## config.mk

```make
export PLATFORM = sky130hd
export DESIGN_NAME = cpu_flags_regfile_stack
export DESIGN_NICKNAME = d
export VERILOG_FILES = /design/src/core_state_pkg.sv /design/src/cpu_flags_regfile_stack.sv
export SDC_FILE = /design/constraint.sdc
export NUM_CORES = 2
export LEC_CHECK = 0
export BUFFER_PORTS_ARGS = -buffer_cell sky130_fd_sc_hd__buf_4
export CAP_MARGIN = 25
export CORE_MARGIN = 2
export CORE_UTILIZATION = 45
export DETAILED_ROUTE_END_ITERATION = 6
export MAX_ROUTING_LAYER = met4
export SLEW_MARGIN = 20
export SYNTH_ARGS = -nofsm -noshare
export SYNTH_HDL_FRONTEND = slang
export SYNTH_SLANG_ARGS = --single-unit
```

## constraint.sdc

```tcl
create_clock -name clk -period 10.7 [get_ports clk]
set_input_delay 2.14 -clock clk [delete_from_list [all_inputs] [get_ports clk]]
set_output_delay 2.14 -clock clk [all_outputs]
set_load 0.1 [all_outputs]
```

## src/core_state_pkg.sv

```systemverilog
// Summary of operation
// - arithmetic unit finishes a register or immediate operation in one clock cycle.
// - two operands read, operation done and result written back in one cycle.
// - thirty-two 8-bit registers, cleared to zero on reset.
// - port schemes 8 to 8, 8+8 to 8, 8+8 to 16, 16 to 16.
// - flags updated with result conditions after every arithmetic or logic operation.
// - flag bit 7 is global interrupt enable; clear blocks every interrupt.
// - enable cleared on interrupt entry, set on return; set and clear commands too.
// - bit 6 is the transfer store, loaded from and copied to register bits.
// - bit 5 records carry out of the low nibble for add, subtract and negate operations.
// - bit 4 equals negative flag xor overflow flag after every arithmetic or logic operation.
// - bit 3 flags two's complement overflow of an arithmetic result.
// - bit 2 set when the result is negative, cleared otherwise.
// - bit 1 set when the result is zero, cleared otherwise.
// - bit 0 records the carry of the operation.
// - top six registers form three 16-bit pointers, even low byte, odd high.
// - pointers support displacement, post-increment and pre-decrement adjustment.
// - stack pointer addresses the top of a downward-growing stack.
// - byte push decrements pointer by 1, byte pop increments it by 1.
// - call or interrupt entry decrements by 2, returns increment by 2.
// - pointer bytes at I/O 0x3e high and 0x3d low, read/write, reset to last address.
// - core runs on the undivided clock, all state updated on its rising edge.
package core_state_pkg;
  localparam int unsigned num_regs = 32;
  localparam logic [7:0] flag_reset = 8'h00;
  localparam int unsigned bit_irq_en = 7;
  localparam int unsigned bit_tstore = 6;
  localparam int unsigned bit_half = 5;
  localparam int unsigned bit_sign = 4;
  localparam int unsigned bit_ovf = 3;
  localparam int unsigned bit_neg = 2;
  localparam int unsigned bit_zero = 1;
  localparam int unsigned bit_carry = 0;
  localparam logic [5:0] io_stack_ptr_low = 6'h3d;
  localparam logic [5:0] io_stack_ptr_high = 6'h3e;
  localparam logic [5:0] io_flags = 6'h3f;
  localparam logic [4:0] ptr_x_low = 5'h1a;
  localparam logic [4:0] ptr_y_low = 5'h1c;
  localparam logic [4:0] ptr_z_low = 5'h1e;
  typedef enum logic [3:0] {
    op_none, op_add, op_adc, op_sub, op_sbc, op_and, op_or, op_xor,
    op_com, op_neg, op_inc, op_dec, op_lsr, op_ror, op_asr, op_mov
  } alu_op_t;
  typedef enum logic [2:0] {
    wb_none, wb_alu8, wb_word16, wb_ptr_adj, wb_tstore_to_bit
  } wb_kind_t;
  typedef enum logic [2:0] {
    sp_hold, sp_push1, sp_pop1, sp_push2, sp_pop2
  } sp_op_t;
  typedef enum logic [1:0] {
    adj_none, adj_disp, adj_post_inc, adj_pre_dec
  } ptr_mode_t;
endpackage

```

## src/cpu_flags_regfile_stack.sv

```systemverilog
`timescale 1ns/1ps
module cpu_flags_regfile_stack #(
  parameter logic [15:0] last_sram_address = 16'h08ff
) (
  input wire logic clk,
  input wire logic sys_rst,
  input wire logic [4:0] rd_addr,
  input wire logic [4:0] rr_addr,
  input wire logic [7:0] immediate,
  input wire logic use_immediate,
  input wire core_state_pkg::alu_op_t alu_op,
  input wire core_state_pkg::wb_kind_t wb_kind,
  input wire logic [15:0] word_result,
  input wire logic [1:0] ptr_sel,
  input wire core_state_pkg::ptr_mode_t ptr_mode,
  input wire logic [5:0] ptr_disp,
  input wire logic [2:0] bit_sel,
  input wire logic bit_to_transfer_store,
  input wire logic set_irq_enable,
  input wire logic clear_irq_enable,
  input wire logic irq_taken,
  input wire logic return_from_irq,
  input wire core_state_pkg::sp_op_t sp_op,
  input wire logic [5:0] io_addr,
  input wire logic io_write,
  input wire logic [7:0] io_wdata,
  output logic [7:0] io_rdata,
  output logic [7:0] operand_d,
  output logic [7:0] operand_r,
  output logic [15:0] operand_word,
  output logic [7:0] alu_result,
  output logic [15:0] ptr_address,
  output logic [15:0] stack_ptr,
  output logic [7:0] cpu_condition_flags,
  output logic irq_allowed
);
  import core_state_pkg::*;

  logic [7:0] regs [num_regs];
  logic [7:0] stack_ptr_low_byte;
  logic [7:0] stack_ptr_high_byte;
  logic [7:0] next_flags;
  logic [15:0] next_sp;

  ////////////////////////////////////////////////////////////////////////////
  // operand read, combinational so the whole op fits one cycle
  wire [7:0] rd_val = regs[rd_addr];
  wire [7:0] rr_val = use_immediate ? immediate : regs[rr_addr];
  // an immediate stands in for the second register only, never the first
  wire [4:0] rd_pair = {rd_addr[4:1], 1'b0};
  wire [4:0] rd_pair_hi = rd_pair | 5'h01;
  wire [15:0] pair_val = {regs[rd_pair_hi], regs[rd_pair]};
  assign operand_d = rd_val;
  assign operand_r = rr_val;
  assign operand_word = pair_val;

  ////////////////////////////////////////////////////////////////////////////
  // arithmetic unit
  wire c_in = cpu_condition_flags[bit_carry];
  wire use_cin = (alu_op == op_adc) || (alu_op == op_sbc);
  wire cin_eff = use_cin & c_in;
  wire [8:0] sum9 = {1'b0, rd_val} + {1'b0, rr_val} + {8'h00, cin_eff};
  wire [8:0] dif9 = {1'b0, rd_val} - {1'b0, rr_val} - {8'h00, cin_eff};
  wire [4:0] sum_lo = {1'b0, rd_val[3:0]} + {1'b0, rr_val[3:0]} + {4'h0, cin_eff};
  wire [4:0] dif_lo = {1'b0, rd_val[3:0]} - {1'b0, rr_val[3:0]} - {4'h0, cin_eff};
  wire [7:0] neg_val = 8'h00 - rd_val;
  // one named result per family; the case below only selects
  wire [7:0] and_val = rd_val & rr_val;
  wire [7:0] or_val = rd_val | rr_val;
  wire [7:0] xor_val = rd_val ^ rr_val;
  wire [7:0] com_val = ~rd_val;
  wire [7:0] inc_val = rd_val + 8'h01;
  wire [7:0] dec_val = rd_val - 8'h01;
  wire is_ror = (alu_op == op_ror);
  wire is_asr = (alu_op == op_asr);
  // rotate feeds the old carry in, arithmetic shift keeps the sign
  wire shift_in = is_ror ? c_in : (is_asr ? rd_val[7] : 1'b0);
  wire [7:0] shift_val = {shift_in, rd_val[7:1]};
  wire shift_c = rd_val[0];
  // overflow from operand signs, so a carry out never fakes it
  wire add_v = (rd_val[7] == rr_val[7]) && (sum9[7] != rd_val[7]);
  wire sub_v = (rd_val[7] != rr_val[7]) && (dif9[7] != rd_val[7]);
  wire add_c = sum9[8];
  wire sub_c = dif9[8];
  wire add_h = sum_lo[4];
  wire sub_h = dif_lo[4];
  wire neg_c = (neg_val != 8'h00);
  wire neg_h = neg_val[3] | rd_val[3];
  wire neg_v = (neg_val == 8'h80);
  wire inc_v = (rd_val == 8'h7f);
  wire dec_v = (rd_val == 8'h80);
  wire shift_v = shift_in ^ shift_c;
  logic [7:0] res;
  logic c_out, v_out, h_out, h_def, arith;
  always_comb begin
    res = rd_val;
    c_out = c_in;
    v_out = 1'b0;
    h_out = cpu_condition_flags[bit_half];
    h_def = 1'b0;
    arith = 1'b1;
    case (alu_op)
      op_add, op_adc: begin
        res = sum9[7:0];
        c_out = add_c;
        h_out = add_h;
        h_def = 1'b1;
        v_out = add_v;
      end
      op_sub, op_sbc: begin
        res = dif9[7:0];
        c_out = sub_c;
        h_out = sub_h;
        h_def = 1'b1;
        v_out = sub_v;
      end
      op_and: res = and_val;
      op_or: res = or_val;
      op_xor: res = xor_val;
      op_com: begin
        res = com_val;
        c_out = 1'b1;
      end
      op_neg: begin
        res = neg_val;
        c_out = neg_c;
        h_out = neg_h;
        h_def = 1'b1;
        v_out = neg_v;
      end
      op_inc: begin
        res = inc_val;
        v_out = inc_v;
      end
      op_dec: begin
        res = dec_val;
        v_out = dec_v;
      end
      op_lsr, op_ror, op_asr: begin
        res = shift_val;
        c_out = shift_c;
        v_out = shift_v;
      end
      op_mov: begin
        res = rr_val;
        arith = 1'b0;
      end
      default: arith = 1'b0;
    endcase
  end
  assign alu_result = res;

  ////////////////////////////////////////////////////////////////////////////
  // pointer pairs among the top six registers
  wire sel_x = (ptr_sel == 2'd0);
  wire sel_y = (ptr_sel == 2'd1);
  // codes 2 and 3 both pick the last pair, so no select is left dangling
  wire [4:0] ptr_low_idx = sel_x ? ptr_x_low : (sel_y ? ptr_y_low : ptr_z_low);
  wire [4:0] ptr_high_idx = ptr_low_idx | 5'h01;
  wire [15:0] ptr_raw = {regs[ptr_high_idx], regs[ptr_low_idx]};
  wire [15:0] ptr_dec = ptr_raw - 16'h0001;
  wire [15:0] ptr_inc = ptr_raw + 16'h0001;
  wire [15:0] ptr_disp_addr = ptr_raw + {10'h000, ptr_disp};
  wire is_disp = (ptr_mode == adj_disp);
  wire is_post_inc = (ptr_mode == adj_post_inc);
  wire is_pre_dec = (ptr_mode == adj_pre_dec);
  assign ptr_address = is_disp ? ptr_disp_addr : (is_pre_dec ? ptr_dec : ptr_raw);
  // displacement only offsets the address; the pair keeps its value
  wire [15:0] ptr_new = is_post_inc ? ptr_inc : (is_pre_dec ? ptr_dec : ptr_raw);

  ////////////////////////////////////////////////////////////////////////////
  // register file write, one port scheme per cycle
  wire [7:0] bit_mask = 8'h01 << bit_sel;
  wire t_bit = cpu_condition_flags[bit_tstore];
  wire [7:0] bld_val = t_bit ? (rd_val | bit_mask) : (rd_val & ~bit_mask);
  wire wr_alu = (wb_kind == wb_alu8) && (alu_op != op_none);
  wire wr_word = (wb_kind == wb_word16);
  wire wr_ptr = (wb_kind == wb_ptr_adj);
  wire wr_bld = (wb_kind == wb_tstore_to_bit);
  genvar gi;
  generate
    for (gi = 0; gi < num_regs; gi++) begin : g_reg
      localparam logic [4:0] idx = 5'(gi);
      wire hit_d = (rd_addr == idx);
      wire hit_wlo = wr_word && (rd_pair == idx);
      wire hit_whi = wr_word && (rd_pair_hi == idx);
      wire hit_plo = wr_ptr && (ptr_low_idx == idx);
      wire hit_phi = wr_ptr && (ptr_high_idx == idx);
      wire hit_alu = hit_d && wr_alu;
      wire hit_bld = hit_d && wr_bld;
      // cleared on reset so no read ever returns an unknown
      always_ff @(posedge clk or posedge sys_rst) begin
        if (sys_rst) begin
          regs[gi] <= 8'h00;
        end else if (hit_alu) begin
          regs[gi] <= res;
        end else if (hit_bld) begin
          regs[gi] <= bld_val;
        end else if (hit_wlo) begin
          regs[gi] <= word_result[7:0];
        end else if (hit_whi) begin
          regs[gi] <= word_result[15:8];
        end else if (hit_plo) begin
          regs[gi] <= ptr_new[7:0];
        end else if (hit_phi) begin
          regs[gi] <= ptr_new[15:8];
        end
      end
    end
  endgenerate

  ////////////////////////////////////////////////////////////////////////////
  // flags; the handler keeps its own copy, nothing is saved here
  wire sel_flags = (io_addr == io_flags);
  wire sel_spl = (io_addr == io_stack_ptr_low);
  wire sel_sph = (io_addr == io_stack_ptr_high);
  wire io_wr_flags = io_write && sel_flags;
  wire io_wr_spl = io_write && sel_spl;
  wire io_wr_sph = io_write && sel_sph;
  wire upd = (alu_op != op_none) && arith;
  wire [7:0] flags_base = io_wr_flags ? io_wdata : cpu_condition_flags;
  wire res_zero = (res == 8'h00);
  wire res_neg = res[7];
  wire res_sign = res_neg ^ v_out;
  wire tstore_bit = rd_val[bit_sel];
  wire irq_en_set = set_irq_enable || return_from_irq;
  wire irq_en_clr = clear_irq_enable || irq_taken;
  always_comb begin
    next_flags = flags_base;
    if (upd) begin
      next_flags[bit_carry] = c_out;
      next_flags[bit_zero] = res_zero;
      next_flags[bit_neg] = res_neg;
      next_flags[bit_ovf] = v_out;
      next_flags[bit_sign] = res_sign;
      if (h_def) begin
        next_flags[bit_half] = h_out;
      end
    end
    if (bit_to_transfer_store) begin
      next_flags[bit_tstore] = tstore_bit;
    end
    // entry and clear beat set so a simultaneous interrupt cannot slip in
    if (irq_en_clr) begin
      next_flags[bit_irq_en] = 1'b0;
    end else if (irq_en_set) begin
      next_flags[bit_irq_en] = 1'b1;
    end
  end
  always_ff @(posedge clk or posedge sys_rst) begin
    if (sys_rst) begin
      cpu_condition_flags <= flag_reset;
    end else begin
      cpu_condition_flags <= next_flags;
    end
  end
  // clear command blocks in the same cycle it is issued
  assign irq_allowed = cpu_condition_flags[bit_irq_en] && !clear_irq_enable;

  ////////////////////////////////////////////////////////////////////////////
  // stack pointer, grows downward
  wire [15:0] sp_cur = {stack_ptr_high_byte, stack_ptr_low_byte};
  // wraps at 16 bits; keeping it inside the SRAM is up to software
  wire [15:0] sp_dec1 = sp_cur - 16'h0001;
  wire [15:0] sp_inc1 = sp_cur + 16'h0001;
  wire [15:0] sp_dec2 = sp_cur - 16'h0002;
  wire [15:0] sp_inc2 = sp_cur + 16'h0002;
  always_comb begin
    next_sp = sp_cur;
    if (io_wr_spl) begin
      next_sp[7:0] = io_wdata;
    end
    if (io_wr_sph) begin
      next_sp[15:8] = io_wdata;
    end
    // a stack op wins over a same-cycle pointer write from software
    case (sp_op)
      sp_push1: next_sp = sp_dec1;
      sp_pop1: next_sp = sp_inc1;
      sp_push2: next_sp = sp_dec2;
      sp_pop2: next_sp = sp_inc2;
      default: ;
    endcase
  end
  always_ff @(posedge clk or posedge sys_rst) begin
    if (sys_rst) begin
      stack_ptr_low_byte <= last_sram_address[7:0];
      stack_ptr_high_byte <= last_sram_address[15:8];
    end else begin
      stack_ptr_low_byte <= next_sp[7:0];
      stack_ptr_high_byte <= next_sp[15:8];
    end
  end
  assign stack_ptr = sp_cur;

  ////////////////////////////////////////////////////////////////////////////
  // io read; stack pointer bytes and flags only, other addresses read zero
  assign io_rdata = sel_spl ? stack_ptr_low_byte :
                    sel_sph ? stack_ptr_high_byte :
                    sel_flags ? cpu_condition_flags : 8'h00;
endmodule // cpu_flags_regfile_stack

```

==> impl_summary.md <==
Die
The floorplan step defined a die boundary enclosing between 0.06 and 0.07 mm2. Pin placement for this block handled roughly 170 I/O pins. The core box area is around 0.060 mm2. The initial core utilization is 0.453. The height of the die is roughly 250 um. From left edge to right edge, the die measures around 250 um. The floorplan has 90 rows.

Clocking
Once the clock tree was built, the setup fixing pass inserted 0 buffers. TritonCTS built the clock tree. The clock latency reported for the late side of the worst-skew pair is a little under 600 ps. The count of cells resized by post-cts repair is 0. The clock tree root buffer cell is sky130_fd_sc_hd__clkbuf_16. The count of clock tree sinks is 280. The clock tree synthesis step divided the H-tree into 2 levels.

After clock tree synthesis, the clock-pin slew on the worst setup and hold paths is roughly 60 ps. Counting the buffers created by CTS gives 37. The clock passes through at most 3 buffers. The total of hold buffers inserted after clock tree synthesis is 0.

Final layout
The area occupied by multi-input gates is around 0.019 mm2. Summing all flip-flop and latch instances after layout gives 0.00702 mm2. In the layout the commonest cells are sky130_fd_sc_hd__nand2_1 (400), sky130_fd_sc_hd__dfrtp_1 (271), sky130_fd_sc_hd__buf_4 (261).

In the final layout, the share of cells above drive strength 1 is 0.195. The area growth from synthesis to layout is 12.2%. At the end of the flow the core is filled with cells to 0.508. The layout has 5,679 filler cells. The leading cell type in the layout, fill and taps excluded is sky130_fd_sc_hd__nand2_1.

At the end of the flow, the number of nets in the layout was 3,299.

Logic synthesis
For this run, the register share of the synthesized area comes to 0.258. The count of flip-flops with a built-in enable after synthesis is 0. The summed instance area of the synthesized netlist is between 0.02 and 0.03 mm2.

The most common flop cell mapped by yosys is sky130_fd_sc_hd__dfrtp_1. The post-synthesis register bit count is between 200 and 300. Of all flip-flops after synthesis, the portion carrying an async set or reset was 1.00. The gate count of the mapped netlist is 3,089.

The number of nets handed over by synthesis was about 3,200. The unique cell type count in the Yosys netlist is 93. The Yosys step of the flow raised 0 warnings. A synthesized cell averages around 8.8 um2.

Global route
The global-route wire length before repair is 223 mm. The number of antenna violations at the first check in global routing is 15. The via count of the first global-routing pass is approximately 29,000. Entering global routing, the biggest net connects 96 pins. Global routing finished with a remaining overflow of 0. The overall track demand over capacity in global routing is 0.519.

Run status
The run finished, with violations left. The final reports fail on DRC.

STA
The worst-case hold slack is approximately 550 ps. The final count of negative-setup-slack endpoints is 0. Setup repair after global routing left no endpoint under its margin. At the pin with the least slew margin, the transition time is about 1300 ps. Adding up every negative setup slack in the final design gives 0 ps. The final count of hold timing violations is 0. Of the available clock period, the critical path in the final layout requires 0.911. Static timing analysis puts the maximum clock frequency at roughly 100 MHz. The final-report max-slew violation count came to 0. The headroom to the max-slew limit is 0.111. Between clock sinks in the finished design, the worst skew comes to 47.0 ps. The clock period could shrink to 9750 ps.

Pwr
The total power divided by cell area is roughly 240 mW/mm2. The worst ir drop on vdd is between 0.00015 and 0.0002 V. The leakage power figure is 12.3 nW.

Worst setup path
For the worst setup path, the data arrival time is between 7000 and 8000 ps. In this run the worst setup path terminates at alu_result[7]. At the worst endpoint, the required time is 8560 ps. The signal on the critical path passes through clkbuf_8 > buf_12 > buf_12 > mux2_2 > o2bb2ai_1 > a2111oi_0 > or4_1 > inv_2 > ha_1 > nand4_1 > or2_2 > o221ai_1 > xnor2_1 > nand2_1 > o2111a_2 > a21o_4 > inv_2 > buf_4. The length in cells of the worst reg-to-reg path is 19. The worst register-to-register path ends at regs[142]$_DFFE_PP0P_. The flop-to-flop setup slack is roughly 4700 ps. The launch instance of the worst register-to-register path is regs[144]$_DFFE_PP0P_. For this run, the slowest stage of the critical path takes between 500 and 600 ps. STA classifies the critical path endpoint as an output pin. The slowest cell on the critical path is sky130_fd_sc_hd__a2111oi_0. STA classifies the critical path startpoint as a primary input.

The most critical setup path has its startpoint at rd_addr[1]. The class of the most critical setup path is in -> out. In this run the worst path has a maximum fanout of 60.

Route
After detailed routing, the number of vias per cell comes to around 8. Dividing the detail-routed wire length by the instance count gives roughly 41 um. The first-pass iteration count of the detailed router is 7. Detailed routing inserted a total of approximately 30,000 vias. The detailed-route wire length is roughly 160 mm. The antenna violation net count after detailed routing is 0. In the routed design, unresolved DRC markers number 4.

After the first detailed-routing iteration, the DRC count stood at 5,236.

Placed design
The number of I/O port buffers is ~170. Routability-driven placement finished with a final weighted congestion of 1.14. Once detailed placement completed, the half-perimeter wirelength came to 118 mm.

Flow run
The max capacitance violation total is 0.

Min path
The kind of path behind the tightest hold check is reg -> reg.
[per-stage QoR]
stage	power [mW]	instance area [um2]	worst slack, ps	cells
after global placement	5.72	29100	1100	3877
after detailed placement	5.76	29200	1050	3879
final	7.29	30500	951	3966
after CTS	7.06	30400	1010	3942
after floorplan	4.34	27200	770	3089
after global routing	7.42	30500	814	3963
[where the power goes]
| group | internal, mW | leakage (nW) | switching [mW] | total (mW) |
|---|---|---|---|---|
| registers | 1.38 | 3.46 | 0.776 | 2.15 |
| clock network | 0.753 | 0.596 | 0.552 | 1.30 |
| logic | 1.32 | 8.19 | 2.50 | 3.83 |
| total | 3.46 | 12.3 | 3.83 | 7.29 |
[routing by layer]
metal,share of wire,vias up,global-route usage,wire [um]
met4,0.081,0,0.311,13000
li1,-,12045,-,-
met2,0.39,3029,0.689,63200
met3,0.17,741,0.256,27900
met5,0,-,-,0
met1,0.35,15033,0.625,56700
[how the worst min path moves through the flow]
stage | start | end | slack [ps] | depth (start not counted)
after global routing | stack_ptr_low_byte[7]$_DFFE_PP1P_ | stack_ptr_low_byte[7]$_DFFE_PP1P_ | 550 | 2
after CTS | stack_ptr_low_byte[7]$_DFFE_PP1P_ | stack_ptr_low_byte[7]$_DFFE_PP1P_ | 540 | 2
after floorplan | regs[209]$_DFFE_PP0P_ | regs[209]$_DFFE_PP0P_ | 460 | 1
after global placement | stack_ptr_low_byte[7]$_DFFE_PP1P_ | stack_ptr_low_byte[7]$_DFFE_PP1P_ | 530 | 2
final | stack_ptr_low_byte[7]$_DFFE_PP1P_ | stack_ptr_low_byte[7]$_DFFE_PP1P_ | 550 | 2
after detailed placement | stack_ptr_low_byte[7]$_DFFE_PP1P_ | stack_ptr_low_byte[7]$_DFFE_PP1P_ | 530 | 2
[synth_stat cells (15+ instances only)]
cell	number	area [um2]
sky130_fd_sc_hd__buf_1	19	71.3
sky130_fd_sc_hd__nor2b_1	33	206
sky130_fd_sc_hd__a21oi_1	143	716
sky130_fd_sc_hd__a222oi_1	15	150
sky130_fd_sc_hd__o21a_1	27	203
sky130_fd_sc_hd__o211ai_1	113	848
sky130_fd_sc_hd__mux2i_1	139	1390
sky130_fd_sc_hd__ha_1	71	888
sky130_fd_sc_hd__nand2b_1	18	113
sky130_fd_sc_hd__o21ai_1	16	80.1
sky130_fd_sc_hd__buf_2	44	220
sky130_fd_sc_hd__nor2_1	255	957
sky130_fd_sc_hd__nor3_1	56	280
sky130_fd_sc_hd__mux2_2	31	349
sky130_fd_sc_hd__or3_1	19	119
sky130_fd_sc_hd__a31oi_1	27	169
sky130_fd_sc_hd__o21ai_0	212	1060
sky130_fd_sc_hd__nand3_1	116	581
sky130_fd_sc_hd__a21o_1	25	188
sky130_fd_sc_hd__a22oi_1	73	548
sky130_fd_sc_hd__dfrtp_1	271	6780
sky130_fd_sc_hd__xnor2_1	46	403
sky130_fd_sc_hd__xor2_1	23	201
sky130_fd_sc_hd__o22ai_1	95	594
sky130_fd_sc_hd__o221ai_1	58	508
sky130_fd_sc_hd__nand2_1	400	1500
sky130_fd_sc_hd__mux4_2	180	4050
sky130_fd_sc_hd__a221oi_1	61	534
sky130_fd_sc_hd__clkbuf_1	172	646
sky130_fd_sc_hd__a211oi_1	34	255
sky130_fd_sc_hd__inv_1	64	240
[sequential cells by signal, indices dropped and copies added (netlist names)]
name / count
cpu_condition_flags: 8
regs: 256
stack_ptr_high_byte: 8
stack_ptr_low_byte: 8
[worst max-delay path, delay by kind of cell]
family	cells	cell delay, ps
adder cells (fa/ha/maj)	1	380
XOR/XNOR	1	170
AND/OR/NAND/NOR	4	960
AO/OA/AOI/OAI	5	1550
multiplexers	1	370
buffers and inverters	6	1950
[logic make-up after synthesis]
| kind of cell | after synthesis | share of synthesized area |
|---|---|---|
| compound gates | 997 | 0.252 |
| xor+xnor | 69 | 0.0222 |
| fa+ha+maj | 80 | 0.0389 |
| buf+inv | 331 | 0.0524 |
| flops | 280 | 0.258 |
| mux | 355 | 0.216 |
| simple gates | 977 | 0.160 |
[layout make-up]
cell class,count,area share
Multi-Input combinational cell,2478,0.619
Clock buffer,50,0.0340
Timing Repair Buffer,269,0.0683
Sequential cell,280,0.230
Tap cell,782,0.0321
Antenna cell,20,0.00164
Clock inverter,13,0.00566
Inverter,74,0.00944
(Power assumes the default switching activity.)
